[config.mk]
export PLATFORM = sky130hd
export DESIGN_NAME = rcw_top
export DESIGN_NICKNAME = d
export VERILOG_FILES = /design/src/include/rcw_pkg.sv /design/src/hdl/rcw_top.sv
export SDC_FILE = /design/constraint.sdc
export NUM_CORES = 1
export LEC_CHECK = 0
export ABC_AREA = 1
export BUFFER_PORTS_ARGS = -buffer_cell sky130_fd_sc_hd__buf_2
export CAP_MARGIN = 20
export CORE_MARGIN = 5
export CORE_UTILIZATION = 50
export CTS_CLUSTER_DIAMETER = 80
export DETAILED_ROUTE_END_ITERATION = 7
export GPL_TIMING_DRIVEN = 1
export PLACE_DENSITY = 0.75
export SETUP_SLACK_MARGIN = 0.02
export SLEW_MARGIN = 20
export SYNTH_ARGS = -nofsm -noshare
export SYNTH_HDL_FRONTEND = slang
export SYNTH_SLANG_ARGS = --single-unit
export TNS_END_PERCENT = 10
[constraint.sdc]
create_clock -name i_clk -period 2.6 [get_ports i_clk]
set_input_delay 0.39 -clock i_clk [delete_from_list [all_inputs] [get_ports i_clk]]
set_output_delay 0.39 -clock i_clk [all_outputs]
set_load 0.005 [all_outputs]
[src/include/rcw_pkg.sv]
// constants and types for the reset cause and watchdog block
package rcw_pkg;
    localparam int CLK_MHZ  = 200;
    localparam int POWERON_DELAY_US  = 10;
    localparam int MONITOR_START_DELAY_US = 100;
    localparam int PWRT1_MS = 4;
    localparam int PWRT2_MS = 16;
    localparam int PWRT3_MS = 64;
    localparam int POR_CYC   = POWERON_DELAY_US * CLK_MHZ;
    localparam int CLOCK_FAIL_MONITOR_CYC  = MONITOR_START_DELAY_US * CLK_MHZ;
    localparam int PWRT1_CYC = PWRT1_MS * 1000 * CLK_MHZ;
    localparam int PWRT2_CYC = PWRT2_MS * 1000 * CLK_MHZ;
    localparam int PWRT3_CYC = PWRT3_MS * 1000 * CLK_MHZ;
    localparam int OST_CYC   = 1024;
    localparam int WDT_BITS  = 8;

    localparam logic [3:0] ADDR_RESET_CAUSE_CONTROL = 4'h0;
    localparam logic [3:0] ADDR_CFG  = 4'h4;
    localparam logic [3:0] ADDR_STAT = 4'h8;

    // reset_cause_control bit positions
    localparam int B_POR    = 0;
    localparam int B_BOR    = 1;
    localparam int B_IDLE   = 2;
    localparam int B_SLEEP  = 3;
    localparam int B_WATCHDOG_TIMEOUT_FLAG   = 4;
    localparam int B_WATCHDOG_SOFT_ENABLE = 5;
    localparam int B_SWR    = 6;
    localparam int B_EXTERNAL_RESET_FLAG   = 7;
    localparam int B_ILLOP  = 8;
    localparam int B_TRAP   = 9;
    localparam logic [15:0] RESET_CAUSE_CONTROL_RST   = 16'h0003;
    localparam logic [15:0] RESET_CAUSE_CONTROL_WMASK = 16'h03ff;

    // synchroniser lanes: below[2:0], pin_n, clk_run, lock, rc
    localparam logic [6:0] SYNC_RST = 7'h08;

    typedef struct packed {
        logic       pll;
        logic       osc;
        logic       clock_fail_monitor;
        logic       wdt_en;
        logic [1:0] powerup_timer;
        logic [1:0] bor_lvl;
        logic       bor_en;
    } rcw_cfg_t;
    localparam logic [8:0] CFG_RST = 9'h021;

    typedef enum logic [1:0] {
        ST_HOLD = 2'b00,
        ST_WAIT = 2'b01,
        ST_RUN  = 2'b10
    } rcw_state_t;

    typedef enum logic [1:0] {
        VEC_RESET = 2'b00,
        VEC_NEXT  = 2'b01,
        VEC_IRQ   = 2'b10
    } rcw_vec_t;
endpackage : rcw_pkg

[src/hdl/rcw_top.sv]
// reset sequencer, reset cause register and watchdog
//
// Added by the designer: the placing of the registers and the Avalon-MM register port.
`timescale 1ns/100ps
module rcw_top
    import rcw_pkg::*;
#(
    parameter int CLOCK_FAIL_MONITOR_CYCLES  = CLOCK_FAIL_MONITOR_CYC,
    parameter int PWRT1_CYCLES = PWRT1_CYC,
    parameter int PWRT2_CYCLES = PWRT2_CYC,
    parameter int PWRT3_CYCLES = PWRT3_CYC,
    parameter int OST_CYCLES   = OST_CYC,
    parameter int WDT_W        = WDT_BITS
) (
    input  wire logic        i_clk,
    input  wire logic        i_reset_n,
    input  wire logic [3:0]  i_avs_address,
    input  wire logic        i_avs_read,
    input  wire logic        i_avs_write,
    input  wire logic [31:0] i_avs_writedata,
    output logic      [31:0] o_avs_readdata,
    output logic             o_avs_waitrequest,
    input  wire logic [2:0]  i_supply_below,
    input  wire logic        i_ext_reset_pin_n,
    input  wire logic        i_sysclk_running,
    input  wire logic        i_pll_lock,
    input  wire logic        i_wdt_rc_clk,
    input  wire logic        i_sw_reset,
    input  wire logic        i_trap_lockup,
    input  wire logic        i_illegal_op,
    input  wire logic        i_wdt_clear,
    input  wire logic        i_sleep,
    input  wire logic        i_idle,
    input  wire logic        i_irq_wake,
    output logic             o_sys_reset,
    output logic             o_clk_hold,
    output logic             o_osc_reload,
    output logic             o_wake,
    output logic      [1:0]  o_vec_sel
);
    logic [6:0]       sync1_r;
    logic [6:0]       sync2_r;
    logic             pin_prev_r;
    logic             rc_prev_r;
    logic [15:0]      reset_cause_control_r;
    logic [15:0]      reset_cause_control_nxt;
    rcw_cfg_t         cfg_r;
    rcw_state_t       state_r;
    rcw_state_t       state_nxt;
    logic [23:0]      cnt_r;
    logic [23:0]      cnt_nxt;
    logic [23:0]      ost_r;
    logic [23:0]      ost_nxt;
    logic [WDT_W-1:0] wdt_r;
    logic             wait_r;
    logic [31:0]      rdata_r;
    logic             clk_hold_r;
    logic             sys_rst_r;
    logic             osc_reload_r;
    logic             wake_r;
    logic [1:0]       vec_r;
    logic [15:0]      set_m;
    logic [15:0]      clr_m;

    // a reserved level code falls back to the highest trip band
    function automatic logic bor_trip(input logic [1:0] lvl, input logic [2:0] below);
        return (lvl == 2'h3) ? below[2] : below[lvl];
    endfunction : bor_trip

    function automatic logic [23:0] hold_len(input rcw_cfg_t c);
        logic [23:0] extra;
        unique case (c.powerup_timer)
            2'h0:    extra = c.osc ? 24'(CLOCK_FAIL_MONITOR_CYCLES) : 24'h00_0000;
            2'h1:    extra = 24'(PWRT1_CYCLES);
            2'h2:    extra = 24'(PWRT2_CYCLES);
            default: extra = 24'(PWRT3_CYCLES);
        endcase
        return 24'(POR_CYC) + extra;
    endfunction : hold_len

    wire [2:0] below_s = sync2_r[6:4];
    wire       pin_n_s = sync2_r[3];
    wire       clk_run = sync2_r[2];
    wire       lock_s  = sync2_r[1];
    wire       rc_s    = sync2_r[0];

    wire acc     = (i_avs_read | i_avs_write) & ~wait_r;
    wire wr_reset_cause_control = acc & i_avs_write & (i_avs_address == ADDR_RESET_CAUSE_CONTROL);
    wire wr_cfg  = acc & i_avs_write & (i_avs_address == ADDR_CFG);
    wire run     = (state_r == ST_RUN);

    wire bor_lvl  = cfg_r.bor_en & bor_trip(cfg_r.bor_lvl, below_s);
    wire external_reset_pin_ev  = ~pin_n_s & pin_prev_r;
    wire sw_ev    = run & i_sw_reset;
    wire trap_ev  = run & i_trap_lockup;
    wire ill_ev   = run & i_illegal_op;
    wire wdt_en   = cfg_r.wdt_en | reset_cause_control_r[B_WATCHDOG_SOFT_ENABLE];
    wire rc_rise  = rc_s & ~rc_prev_r;
    wire wdt_ovf  = run & wdt_en & rc_rise & (&wdt_r);
    wire wdt_rst  = wdt_ovf & ~i_sleep;
    wire wdt_wake = wdt_ovf & i_sleep;
    wire irq_wake = run & i_sleep & i_irq_wake & ~wdt_ovf;
    wire rst_ev   = bor_lvl | external_reset_pin_ev | sw_ev | trap_ev | ill_ev | wdt_rst;
    wire rst_req  = rst_ev | ~pin_n_s;
    wire ost_done = ~cfg_r.osc | (ost_r == 24'h00_0000);
    wire lock_ok  = ~cfg_r.pll | lock_s;
    wire rel_ok   = ost_done & lock_ok & (cfg_r.clock_fail_monitor | clk_run);

    wire [15:0] reset_cause_control_base = wr_reset_cause_control ? (i_avs_writedata[15:0] & RESET_CAUSE_CONTROL_WMASK) : reset_cause_control_r;
    wire [31:0] stat_word = 32'({wdt_r, state_r, clk_hold_r, sys_rst_r});
    wire [31:0] rd_mux    = (i_avs_address == ADDR_RESET_CAUSE_CONTROL) ? {16'h0000, reset_cause_control_r} :
                            (i_avs_address == ADDR_CFG)  ? {23'h00_0000, cfg_r} :
                            (i_avs_address == ADDR_STAT) ? stat_word : 32'h0000_0000;

    // clears first, then sets, so a hardware set always beats a clear
    always_comb begin
        set_m = 16'h0000;
        clr_m = 16'h0000;
        if (bor_lvl) begin
            set_m[B_BOR] = 1'b1;
            clr_m[B_POR] = 1'b1;
        end
        if (external_reset_pin_ev) begin
            set_m[B_EXTERNAL_RESET_FLAG] = 1'b1;
            clr_m[B_WATCHDOG_TIMEOUT_FLAG] = 1'b1;
            if (i_sleep) begin
                set_m[B_SLEEP] = 1'b1;
                clr_m[B_IDLE]  = 1'b1;
            end else if (i_idle) begin
                set_m[B_IDLE]   = 1'b1;
                clr_m[B_SLEEP]  = 1'b1;
            end else begin
                clr_m[B_SWR]   = 1'b1;
                clr_m[B_IDLE]  = 1'b1;
                clr_m[B_SLEEP] = 1'b1;
            end
        end
        if (sw_ev) begin
            set_m[B_SWR] = 1'b1;
            clr_m[B_EXTERNAL_RESET_FLAG] = 1'b1;
            clr_m[B_WATCHDOG_TIMEOUT_FLAG] = 1'b1;
            clr_m[B_IDLE] = 1'b1;
            clr_m[B_SLEEP] = 1'b1;
        end
        if (wdt_rst) begin
            set_m[B_WATCHDOG_TIMEOUT_FLAG] = 1'b1;
            clr_m[B_EXTERNAL_RESET_FLAG] = 1'b1;
            clr_m[B_SWR] = 1'b1;
            clr_m[B_IDLE] = 1'b1;
            clr_m[B_SLEEP] = 1'b1;
        end
        if (wdt_wake) begin
            set_m[B_WATCHDOG_TIMEOUT_FLAG]  = 1'b1;
            set_m[B_SLEEP] = 1'b1;
        end
        if (irq_wake) begin
            set_m[B_SLEEP] = 1'b1;
        end
        set_m[B_TRAP]  = trap_ev;
        set_m[B_ILLOP] = ill_ev;
        reset_cause_control_nxt = (reset_cause_control_base & ~clr_m) | set_m;
    end

    always_comb begin
        state_nxt = state_r;
        cnt_nxt   = cnt_r;
        ost_nxt   = (~run && ost_r != 24'h00_0000) ? ost_r - 24'h00_0001 : ost_r;
        if (rst_req) begin
            state_nxt = ST_HOLD;
            cnt_nxt   = hold_len(cfg_r);
            ost_nxt   = 24'(OST_CYCLES);
        end else begin
            unique case (state_r)
                ST_HOLD: begin
                    if (cnt_r == 24'h00_0000) begin
                        state_nxt = ST_WAIT;
                    end else begin
                        cnt_nxt = cnt_r - 24'h00_0001;
                    end
                end
                ST_WAIT: begin
                    if (rel_ok) begin
                        state_nxt = ST_RUN;
                    end
                end
                ST_RUN: begin
                    state_nxt = ST_RUN;
                end
                default: begin
                    state_nxt = ST_HOLD;
                end
            endcase
        end
    end

    // second stage alone reads the first
    always_ff @(posedge i_clk or negedge i_reset_n) begin
        if (!i_reset_n) begin
            sync1_r <= SYNC_RST;
            sync2_r <= SYNC_RST;
        end else begin
            sync1_r <= {i_supply_below, i_ext_reset_pin_n, i_sysclk_running,
                         i_pll_lock, i_wdt_rc_clk};
            sync2_r <= sync1_r;
        end
    end

    // the watchdog counts rc clock edges sampled on i_clk, so a dead i_clk also stops it
    always_ff @(posedge i_clk or negedge i_reset_n) begin
        if (!i_reset_n) begin
            wdt_r     <= '0;
            rc_prev_r <= 1'b0;
        end else begin
            rc_prev_r <= rc_s;
            if (!run || !wdt_en || i_wdt_clear || wdt_ovf) begin
                wdt_r <= '0;
            end else if (rc_rise) begin
                wdt_r <= wdt_r + 1'b1;
            end
        end
    end

    always_ff @(posedge i_clk or negedge i_reset_n) begin
        if (!i_reset_n) begin
            reset_cause_control_r     <= RESET_CAUSE_CONTROL_RST;
            cfg_r      <= CFG_RST;
            pin_prev_r <= 1'b1;
        end else begin
            reset_cause_control_r     <= reset_cause_control_nxt;
            pin_prev_r <= pin_n_s;
            if (wr_cfg) begin
                cfg_r <= i_avs_writedata[8:0];
            end
        end
    end

    always_ff @(posedge i_clk or negedge i_reset_n) begin
        if (!i_reset_n) begin
            state_r <= ST_HOLD;
            cnt_r   <= 24'(POR_CYC);
            ost_r   <= 24'(OST_CYCLES);
        end else begin
            state_r <= state_nxt;
            cnt_r   <= cnt_nxt;
            ost_r   <= ost_nxt;
        end
    end

    always_ff @(posedge i_clk or negedge i_reset_n) begin
        if (!i_reset_n) begin
            sys_rst_r    <= 1'b1;
            clk_hold_r   <= 1'b0;
            osc_reload_r <= 1'b1;
            wake_r       <= 1'b0;
            vec_r        <= VEC_RESET;
        end else begin
            sys_rst_r    <= (state_nxt != ST_RUN);
            clk_hold_r   <= (state_nxt != ST_RUN) & ~(ost_done & lock_ok);
            osc_reload_r <= bor_lvl;
            wake_r       <= wdt_wake | irq_wake;
            if (rst_req) begin
                vec_r <= VEC_RESET;
            end else if (wdt_wake) begin
                vec_r <= VEC_NEXT;
            end else if (irq_wake) begin
                vec_r <= VEC_IRQ;
            end
        end
    end

    // one wait cycle per access; read data is captured while waitrequest is high
    always_ff @(posedge i_clk or negedge i_reset_n) begin
        if (!i_reset_n) begin
            wait_r  <= 1'b1;
            rdata_r <= 32'h0000_0000;
        end else begin
            wait_r <= ~((i_avs_read | i_avs_write) & wait_r);
            if (i_avs_read && wait_r) begin
                rdata_r <= rd_mux;
            end
        end
    end

    assign o_avs_readdata    = rdata_r;
    assign o_avs_waitrequest = wait_r;
    assign o_sys_reset       = sys_rst_r;
    assign o_clk_hold        = clk_hold_r;
    assign o_osc_reload      = osc_reload_r;
    assign o_wake            = wake_r;
    assign o_vec_sel         = vec_r;

    wire solo = !(sw_ev | wdt_rst | wdt_wake | irq_wake | bor_lvl);
endmodule : rcw_top

======== Yosys cells after proc, flatten, opt, wreduce, memory -nomap -nowiden ========
Cells that the tools add are included.
storage, ports and cells
  bits in registers ....................... 138
  input bits .............................. 54
  output and inout port bits .............. 39
  word-level logic and storage cells ...... 146
operators by class
  $add $sub $neg .......................... 4
  magnitude comparators ................... 1
  equality and inequality tests ........... 9
  mux-type cells .......................... 43
  bitwise operators ....................... 47
  reduce and logical (&&, ||, !) cells .... 19
operators by type and width
  operator                                                               number
  24-bit two-way mux                                                     6
  24-bit case mux with 3 select lines                                    1
  24-bit logical NOT                                                     2
  24-bit by 1-bit subtractor with 24-bit output (second input constant)  2
  16-bit two-way mux                                                     2
  11-bit by 24-bit adder with 24-bit output (first input constant)       1
  12-bit two-way mux                                                     2
  24-bit nonzero test                                                    1
  1-bit AND                                                              22
  2-bit two-way mux                                                      10
  16-bit AND                                                             1
  8-bit two-way mux                                                      2
  8-bit inverter with 16-bit output                                      1
  16-bit by 10-bit OR with 16-bit output                                 1
  1-bit two-way mux                                                      15
  15-bit two-way mux                                                     1
  1-bit OR                                                               12
  1-bit inverter                                                         10
  8-bit by 1-bit adder with 8-bit output (second input constant)         1
  8-bit AND reduction                                                    1
  2-bit equality test (second input constant)                            3
  3-bit two-way mux                                                      2
  2-bit case mux with 3 select lines                                     1
  2-bit nonzero test                                                     3
  other kinds (13)                                                       20

======== Logic depth before layout (Yosys ltp) ========
Gate-level depths: netlist of run 1.
  depth in word-level cells ............... 13
  mapped depth ............................ 13
  depth with buffers taken out ............ 12

======== Least setup slack after synthesis of run 1 ========
Ideal clock, no wire load.
  path kind ............................... reg-to-reg
  start ................................... reg cnt_r[0]
  end ..................................... reg cnt_r[11]
  setup time .............................. 0.117 ns
  data arrival time ....................... 1.628 ns
  data required time ...................... 2.483 ns
  setup slack ............................. 0.856 ns
  stages on the path, launching flop included .. 11
  buffers on the path ..................... 1
  period minus slack after synthesis ...... 1.744 ns
  cells stage by stage .................... dfrtp_1 -> inv_1 -> ha_1 -> nand2_1 -> nor2_4 -> nand4_2 -> o21ai_4 -> nand2_4 -> buf_2 -> nand2_1 -> nand2_1
on the way
  word-level cells in the longest chain between the ends .. 4
  elaborated cells between the ends (all ways) .. 7
  those cells by class .................... add/sub (1); eq/ne (1); mux (3); reduce/logical (2)
ends and longest elaborated chain
  what                                           line            text
  start, declared                                rcw_top.sv:50   logic [23:0] cnt_r;
  start signal, assigned                         rcw_top.sv:240  cnt_r <= 24'(POR_CYC);
  start signal, assigned                         rcw_top.sv:244  cnt_r <= cnt_nxt;
  24-bit by 1-bit subtractor with 24-bit output  rcw_top.sv:178  cnt_nxt = cnt_r - 24'h00_0001;
  24-bit two-way mux                             rcw_top.sv:175  if (cnt_r == 24'h00_0000) begin
  24-bit two-way mux                             rcw_top.sv:173  unique case (state_r)
  24-bit two-way mux                             rcw_top.sv:168  if (rst_req) begin
Parallel ways exist; a longest one is shown, timed or not. The select of a mux whose other input is x is not followed.
A chain may end at the register's enable or synchronous reset.

======== Worst setup path after layout of run 1 ========
  start ................................... reg cnt_r[0]
  end ..................................... reg cnt_r[9]
Same word-level chain as after synthesis.

==> results of run 1 <==
==> where the power goes <==
part / switching, uW / internal, uW / leakage [uW]
clock: 712 / 691 / 0.000146
sequential: 232 / 2010 / 0.00142
combinational: 828 / 479 / 0.00196
total: 1770 / 3180 / 0.00352
==> cell families after synthesis <==
kind of cell,count (synthesis)
XOR/XNOR,27
adder cells (fa/ha/maj),13
AO/OA/AOI/OAI,96
AND/OR/NAND/NOR,472
other,1
flip-flops,112
buffers and inverters,122
==> state kept, by name (all words and copies together) (netlist names) <==
register and count:
o_vec_sel 2, cfg_r 9, o_osc_reload 1, wdt_r 8, sync2_r 7, reset_cause_control_r 10, state_r 2, o_clk_hold 1
o_avs_waitrequest 1, cnt_r 24, rc_prev_r 1, o_sys_reset 1, o_avs_readdata 12, o_wake 1, pin_prev_r 1, ost_r 24
sync1_r 7
==> per-layer routing <==
layer	vias up	part of all wire
met5	-	0
met4	0	0.018
met2	138	0.47
met3	18	0.057
met1	2510	0.46
li1	2755	-
==> worst max-delay path, delay by kind of cell, from the launching register on <==
family / cells / cell delay, ps
and+or+nand+nor: 6 / 860
AOI/OAI and AO/OA: 1 / 230
DFF: 1 / 360
buffers and inverters: 2 / 360
adders and majority gates: 1 / 230
==> metrics by stage <==
| step | instances | worst slack [ps] | cell area, sq um |
|---|---|---|---|
| after floorplan | 862 | 855.6 | 6396 |
| after CTS | 1072 | 478.7 | 7013 |
| after global placement | 1056 | 568.1 | 6708 |
| after global routing | 1072 | 272.2 | 7013 |
| final | 1072 | 499.0 | 7013 |
| after detailed placement | 1056 | 511.4 | 6708 |
==> layout by cell type (no fill, tap or decap), drive strengths merged, types with 9 or more instances in the layout <==
master,netlist,routed
nand4,11,11
o31ai,9,9
nor2,126,126
conb,1,20
xnor2,10,10
ha,13,13
clkbuf,6,9
dfstp,17,17
inv,84,88
a21oi,17,17
nand3,63,63
dfrtp,95,95
nand2,255,255
o21ai,50,50
buf,31,59
xor2,17,17
==> worst max-delay path by stage <==
stage,startpoint,endpoint,slack [ps]
after global routing,cnt_r[0],cnt_r[13],270
after CTS,cnt_r[0],cnt_r[9],480
after detailed placement,cnt_r[0],cnt_r[18],510
final,cnt_r[0],cnt_r[9],500
after floorplan,cnt_r[0],cnt_r[11],860
after global placement,cnt_r[0],cnt_r[10],570
==> final cells by class <==
type | count | area, sq um | area share
Multi-Input combinational cell | 628 | 3014 | 0.4298
Inverter | 85 | 321.6 | 0.04585
Clock inverter | 7 | 80.08 | 0.01142
Tap cell | 172 | 215.2 | 0.03069
Clock buffer | 9 | 225.2 | 0.03211
Sequential cell | 112 | 2824 | 0.4027
Timing Repair Buffer | 59 | 332.8 | 0.04746
==> synthesized netlist by cell type, drive strengths merged <==
library cell,count
nand3b,3
o211a,1
nor3,7
nor2,126
o21bai,3
nand2,255
ha,13
o21ai,50
nand3,63
o22ai,1
clkbuf,6
conb,1
inv,84
xnor2,10
a31oi,7
dfrtp,95
a21boi,1
nand4,11
clkinv,1
xor2,17
a21oi,17
nor3b,4
o2111ai,1
and2,3
o211ai,6
buf,31
dfstp,17
o31ai,9
==> summary.txt, run 1 <==
Outcome
  – Status: finished with violations
  – Failing checks: hold timing

STA
  – Least-Margin Pin Slew: 667.6 ps
  – Final Hold Slack: -0.1602 ps
  – Final slew viol count: 0
  – Crit share post-route: 0.8081
  – Layout Skew: 9.987 ps
  – Unrepaired setup endpoints after global routing: false
  – Setup Viol. Count Final: 0
  – Final Hold Viols: 1
  – Final Critical Period: 2101 ps
  – Worst rel slew slack: 0.5533
  – Setup TNS: 0 ps
  – FMAX: 476.0 MHz

Yosys
  – Yosys cell types: 39
  – Sequential share of the synthesized area: 0.4465
  – Mapped cell area: 0.006325 sq mm
  – Synth top area share: 0.3759
  – Mean Syn Cell Area: 7.503 sq um
  – Post-synth top area cell: dfrtp_1
  – Mapped Cells: 843
  – Synth warn: 0
  – Dominant cells by area after synthesis: dfrtp_1, nand2_1, dfstp_2, nor2_1, nand3_1
  – Synth Area in Compound Gates: 0.08823
  – XOR/XNOR Fraction of Synth Area: 0.03739
  – Synthesis-stage register bit count: 112
  – Synth Area in Simple Gates: 0.3134
  – Adder-Cell Fraction of Synth Area: 0.02572
  – Largest family of logic cells by synthesized area: simple AND/OR/NAND/NOR gates
  – Multiplexer share of the synthesized area: 0

Clock network
  – Clk Latency, worst-skew pair: 360 ps
  – Inserted Clock Buffers: 9
  – Post-CTS resize count: 0
  – Post-CTS setup buffer count: 0
  – Clk slew on worst S/H paths: 80 ps
  – CTS Buffer Depth: 2
  – Clock sink count: 112
  – # H-tree levels: 3
  – Root Buffer: clkbuf_16
  – TritonCTS clock tree: built
  – CTS Hold Buffers Added: 0

Critical path
  – Reg2reg path depth: 10
  – Worst Path Max Fanout: 19
  – Reg2reg setup slack: 500 ps
  – Critical path class: flip-flop to flip-flop
  – Worst Setup End Kind: flip-flop
  – CP max stage cell: dfrtp_1
  – FF-to-FF End: cnt_r[9]
  – CP Cell Sequence: inv_1, ha_1, nand2_1, nor2_4, nand4_2, o21ai_4, nand2_4, inv_4, nand2_1, nand2_1
  – Worst stage delay on the critical path: 360 ps
  – Worst R2R Start: cnt_r[0]
  – Crit start category: flip-flop
  – Crit path DAT: 2410 ps
  – CP most frequent cell: nand2_1
  – WP data required: 2910 ps

Finish
  – P&R area growth vs syn: 10.88%
  – Nets@finish: 962
  – Final core occ: 0.5603
  – Fraction of layout cells with a size suffix above 1: 0.1233
  – Diode count: 0
  – FILL cells: 1207

Die
  – Rows: 41
  – Die height: 122.5 microns
  – Die area: 0.01500 sq mm
  – Core footprint: 0.01252 sq mm
  – Initial core utilization: 0.5053
  – # IOs: 93
  – Die width: 122.5 microns

Drt
  – Final WL: 14020 microns
  – Vias per Instance: 5.057
  – Initial DRC Count: 350
  – WL per Instance: 13.08 microns
  – DRT Pass-1 Iters: 5
  – Drt drc: 0
  – Vias: 5421
  – Post-route ant nets: 0

Placed design
  – Hpwl dp: 10470 microns
  – Count of port buffers added during placement: 50
  – Routability Congestion: 0.9336

Power
  – Worst IR Drop VDD: 0.6302 mV
  – Pwr dens: 705.5 mW/mm^2
  – Static Leakage: 0.003521 uW
  – Total power: 4948 uW

Global routing
  – Most used routing layer: met2
  – Number of global-route vias before repair: 5176
  – Met1 usage: 0.2741
  – All-Layer GR Usage: 0.2001
  – Met3 usage: 0.04608
  – M2 GR Usage: 0.3236
  – Initial antenna violation count: 0
  – Gr ovfl total: 0
  – Wire length of the first global-routing pass: 24210 microns
  – Pin count of the biggest net entering global routing: 54

Run
  – Max Cap Viol: 0

Hold path
  – Hold Crit Class: primary input to async pin
Power figures use the tool's default switching activity.
==> inputs of run 2 (changes only) <==
Settings changed: PLACE_DENSITY 0.75 to 0.78.
Clock period 2.6 ns to 1.8 ns, I/O delays scaled along.
==> run 2 against run 1 <==
- clock power increased by 46%
- final area is 9.7% higher
- the run ends with setup timing left
- largest power group unchanged
- total power increased by 54%
- critical endpoint is now cnt_r[15]
==> summary.txt, run 2 (same netlist as run 1, synthesis figures left out) <==
Die
  – Die width: 122.5 microns
  – Core footprint: 0.01252 sq mm
  – Initial core utilization: 0.5053
  – Die area: 0.01500 sq mm
  – Die height: 122.5 microns
  – Rows: 41
  – # IOs: 93

Critical path
  – Crit path DAT: 2040 ps
  – CP Cell Sequence: inv_2, nand2_2, nand2_2, inv_4, nand2_4, nor2_4, nand2_2, nor2_4, nand2_4, clkbuf_16, nand2_1, nand2_1
  – Worst R2R Start: sync2_r[3]
  – Buf+Inv Stages, Crit Path: 3
  – Worst Path Max Fanout: 5
  – Worst Setup End Kind: flip-flop
  – CP most frequent cell: nand2_2
  – CP Launch Point: sync2_r[3]
  – CP max stage cell: dfstp_2
  – Critical path class: flip-flop to flip-flop
  – WP data required: 2040 ps
  – Worst stage delay on the critical path: 560 ps
  – Worst path top cell family by delay: simple AND/OR/NAND/NOR gates
  – Crit start category: flip-flop

Drt
  – DRT Pass-1 Iters: 5
  – Vias per Instance: 5.197
  – WL per Instance: 14.17 microns
  – Vias: 5816
  – Post-route ant nets: 0
  – Drt drc: 0
  – Final WL: 15860 microns
  – Initial DRC Count: 545

Clock network
  – Clock sink count: 112
  – TritonCTS clock tree: built
  – Inserted Clock Buffers: 9
  – Root Buffer: clkbuf_16
  – # H-tree levels: 3
  – Clk slew on worst S/H paths: 80 ps
  – CTS Buffer Depth: 2
  – Clk Latency, worst-skew pair: 350 ps

Global routing
  – Pin count of the biggest net entering global routing: 52
  – Gr ovfl total: 0
  – Initial antenna violation count: 0
  – Number of global-route vias before repair: 5341
  – Wire length of the first global-routing pass: 24980 microns
  – All-Layer GR Usage: 0.2072

Power
  – Cell Int Power: 4814 uW
  – Switching share of power: 0.3667
  – Pwr dens: 988.5 mW/mm^2
  – Static Leakage: 0.003814 uW
  – Total power: 7602 uW
  – Sequential fraction of design power: 0.427
  – Clock Power Share: 0.270
  – Psw: 2788 uW
  – Worst IR Drop VDD: 0.8503 mV
  – Combinational Power Share: 0.303

Run
  – Max Cap Viol: 0

Finish
  – Final core occ: 0.6145
  – Most frequent cells in the layout: nand2_1, nor2_1, dfrtp_1
  – Total area of sequential cells: 0.002825 sq mm
  – Area of the multi-input gates: 0.003184 sq mm
  – Most common cell after layout, fill and taps aside: nand2_1
  – Diode count: 0
  – Post-route cell area: 0.007691 sq mm
  – Nets@finish: 1009
  – Fraction of layout cells with a size suffix above 1: 0.2122
  – FILL cells: 1111
  – P&R area growth vs syn: 21.60%

Placed design
  – Count of port buffers added during placement: 50
  – Hpwl dp: 10920 microns
  – Area after DPL: 0.006980 sq mm
  – Routability Congestion: 0.9139

STA
  – Setup TNS: -1.648 ps
  – Fin worst setup slack: -1.648 ps
  – FMAX: 555.0 MHz
  – Unrepaired setup endpoints after global routing: true
  – Crit share post-route: 1.001
  – Final Hold Viols: 0
  – Final Hold Slack: 16.03 ps
  – Final slew viol count: 0
  – Setup Viol. Count Final: 1
  – Final Critical Period: 1802 ps
  – Layout Skew: 7.474 ps

Outcome
  – Failing checks: setup timing
  – Status: finished with violations

Hold path
  – Hold Crit Class: primary input to flip-flop
  – Hold_sp: i_pll_lock
-- run 2: layout make-up --
| class | instances | area share |
|---|---|---|
| Clock buffer | 9 | 0.02928 |
| Clock inverter | 7 | 0.01122 |
| Inverter | 85 | 0.04344 |
| Multi-Input combinational cell | 629 | 0.4140 |
| Sequential cell | 112 | 0.3673 |
| Tap cell | 172 | 0.02798 |
| Timing Repair Buffer | 105 | 0.1067 |
-- run 2: worst reg2reg max path, cell delays in order, from the launching register on --
cell       delay (ps)
dfstp_2           560
inv_2              60
nand2_2            70
nand2_2            70
inv_4              80
nand2_4            50
nor2_4            130
nand2_2            80
nor2_4            160
nand2_4           140
clkbuf_16         190
nand2_1            60
nand2_1            50
-- run 2: through the flow --
| step | instances | worst slack [ps] |
|---|---|---|
| 5_1_grt | 1119 | -101.6 |
| 3_3_place_gp | 1084 | -4.403 |
| 2_1_floorplan | 862 | 55.58 |
| 3_5_place_dp | 1084 | -76.31 |
| 4_1_cts | 1104 | -8.272 |
| 6_report | 1119 | -1.648 |
-- run 2: layer usage --
| layer | track usage | wire [microns] | vias up |
|---|---|---|---|
| li1 | - | - | 2847 |
| met1 | 0.2778 | 6786 | 2768 |
| met2 | 0.3452 | 7886 | 181 |
| met3 | 0.03917 | 989 | 20 |
| met4 | 0.05738 | 194 | 0 |
| met5 | 0 | 0 | - |
-- run 2: power by group through the flow --
stage | clock, uW | sequential (uW) | combinational, uW
after floorplan | 0 | 3190 | 1490
after global placement | 0 | 3250 | 2010
after detailed placement | 0 | 3250 | 2070
after CTS | 2070 | 3210 | 2120
after global routing | 2190 | 3300 | 2580
final | 2050 | 3240 | 2310
-- run 2: final timing paths --
kind                            slack [ps]                        to  depth (start not counted)
worst max-delay path                    -2                 cnt_r[15]                         12
worst min-delay path                    20                sync1_r[1]                          1
worst max register to register          -2                 cnt_r[15]                         12
worst min register to register         350                sync2_r[0]                          0
max in group asynchronous              720                  cnt_r[6]                          3
min in group asynchronous              410  reset_cause_control_r[8]                          2
-- run 2: what timing repair did --
| action | 4_1_cts | 5_1_grt |
|---|---|---|
| buffers inserted | 2 | 10 |
| endpoints found under the setup margin | 31 | 54 |
| hold buffers | 1 | 2 |
| cloned | 1 | 3 |
| endpoints found under the hold margin | 20 | 2 |
| pin swaps | 3 | 14 |
| resized for setup | 10 | 54 |
==> inputs of run 3 (changes only) <==
Settings changed: REMOVE_ABC_BUFFERS set to 1.
==> run 3 against run 2 <==
- the flow still finishes with violations (setup timing)
- final area fell by 0.98%
- first-iteration DRC count fell by 2.2%
- cell count fell by 0.63%
- register-to-register slack got worse by 30 ps
- critical path type unchanged
- sequential power barely moved
- non-clock buffer count fell by 7
- combinational power fell by 2%
- wire length fell by 0.96%
- setup slack got worse by 29 ps
- maximum frequency fell by 1.6%
- largest cell class unchanged
==> summary.txt, run 3 (same netlist as run 1, synthesis figures left out) <==
Placed design
  – Routability Congestion: 0.9172
  – Area after DPL: 0.006958 sq mm
  – Count of port buffers added during placement: 50
  – Placed insts: 1081
  – Hpwl dp: 10710 microns
  – Place WS: -6.328 ps

Drt
  – Drt drc: 0
  – Initial DRC Count: 533
  – Vias per Instance: 5.204
  – DRT Pass-1 Iters: 6
  – Final WL: 15710 microns
  – WL per Instance: 14.12 microns
  – Post-route ant nets: 0
  – Vias: 5787

Global routing
  – Initial antenna violation count: 0
  – Wire length of the first global-routing pass: 24560 microns
  – Gr ovfl total: 0
  – All-Layer GR Usage: 0.2047
  – Number of global-route vias before repair: 5322
  – Pin count of the biggest net entering global routing: 43

Die
  – Initial core utilization: 0.5053
  – Die width: 122.5 microns
  – Die height: 122.5 microns
  – Core footprint: 0.01252 sq mm
  – Die area: 0.01500 sq mm
  – # IOs: 93
  – Rows: 41

Power
  – Pwr dens: 983.2 mW/mm^2
  – Worst IR Drop VDD: 0.6902 mV
  – Static Leakage: 0.003781 uW

Hold path
  – Hold Crit Class: primary input to flip-flop

STA
  – Crit share post-route: 1.017
  – Final Hold Slack: 10.34 ps
  – Final Hold Viols: 0
  – Final slew viol count: 0
  – Fin worst setup slack: -30.21 ps
  – Setup Viol. Count Final: 12
  – Layout Skew: 12.06 ps
  – Final Critical Period: 1830 ps
  – Unrepaired setup endpoints after global routing: true
  – FMAX: 546.4 MHz

Finish
  – Post-route cell area: 0.007616 sq mm
  – Most common cell after layout, fill and taps aside: nand2_1
  – Most frequent cells in the layout: nand2_1, nor2_1, dfrtp_1
  – Finished Layout Cells: 1112
  – FILL cells: 1066
  – Final core occ: 0.6085
  – Diode count: 0
  – Fraction of layout cells with a size suffix above 1: 0.2043
  – P&R area growth vs syn: 20.42%
  – Nets@finish: 1002

Critical path
  – Worst Setup End Kind: flip-flop
  – Critical path class: flip-flop to flip-flop
  – Worst stage delay on the critical path: 580 ps
  – CP max stage cell: dfstp_2
  – WP data required: 2050 ps
  – Crit start category: flip-flop
  – Worst Path Max Fanout: 6
  – CP Cell Sequence: inv_4, nand2_4, nand2_4, inv_4, nand2_4, nor2_4, nand2_2, nor2_4, nand2_4, clkbuf_16, nand2_2, nand2_1
  – CP most frequent cell: nand2_4
  – Crit path DAT: 2080 ps

Clock network
  – Root Buffer: clkbuf_16
  – Clk slew on worst S/H paths: 80 ps
  – Clk Latency, worst-skew pair: 360 ps
  – TritonCTS clock tree: built
  – # H-tree levels: 3
  – Clock sink count: 112
  – Inserted Clock Buffers: 9
  – CTS Buffer Depth: 2

Outcome
  – Failing checks: setup timing
  – Status: finished with violations

Run
  – Max Cap Viol: 0
==> run 3: changes by cell type in the layout (fill, tap and decap cells not counted), sizes merged <==
cell / before / now
buf: 99 / 93
clkbuf: 12 / 13
clkinv: 6 / 2
dlygate4sd3: 3 / 2
inv: 86 / 89
==> run 3: cell type report <==
type	instances	area (sq um)	share of cell area
clock buffers	10	229.0	0.03006
clock inverters	6	57.56	0.007557
inverters	85	329.1	0.04321
multi-input cells	629	3197	0.4197
flip-flops and latches	112	2826	0.3711
well taps	172	215.2	0.02826
repair buffers	98	762.0	0.1000
==> run 3: per-layer routing <==
layer  up-vias  wire, microns  global-route usage
met5         -              0                   0
met4         0            285             0.07908
li1       2829              -                   -
met1      2736           6980              0.2757
met2       198           7569              0.3384
met3        24            869             0.02627
==> run 3: metrics by stage <==
step	setup TNS, ps	power (uW)
after floorplan	-5813	4620
after global placement	-1.493	5242
after detailed placement	-14.87	5304
after CTS	0	7300
after global routing	-1544	7953
final	-190.6	7488
==> run 3: what timing repair did <==
| item | in CTS | in global routing |
|---|---|---|
| pin swaps | 2 | 16 |
| setup buffers | 1 | 8 |
| hold buffers | 2 | 0 |
| hold endpoints to repair | 25 | 0 |
| gates cloned | 0 | 4 |
| setup endpoints to repair | 16 | 57 |
| gates resized for setup | 10 | 56 |
==> run 3: worst paths after layout <==
check / from / endpoint / slack, ps / depth (start not counted)
setup / recovery: sync2_r[3] / cnt_r[23] / -30 / 12
hold / removal: i_wdt_rc_clk / sync1_r[0] / 10 / 1
setup reg to reg: sync2_r[3] / cnt_r[23] / -30 / 12
hold reg to reg: sync1_r[2] / sync2_r[2] / 350 / 0
max in group asynchronous: i_reset_n / cfg_r[5] / 760 / 3
min in group asynchronous: i_reset_n / ost_r[7] / 400 / 2
==> run 3: critical path, delay by kind of cell (launching register included) <==
family / cells / cell delay [ps]
buffers and inverters: 3 / 310
DFF: 1 / 580
and+or+nand+nor: 9 / 820
==> run 3: power by group <==
group	switching, uW	internal [uW]
registers	344	2900
clock network	1000	977
logic	1360	904
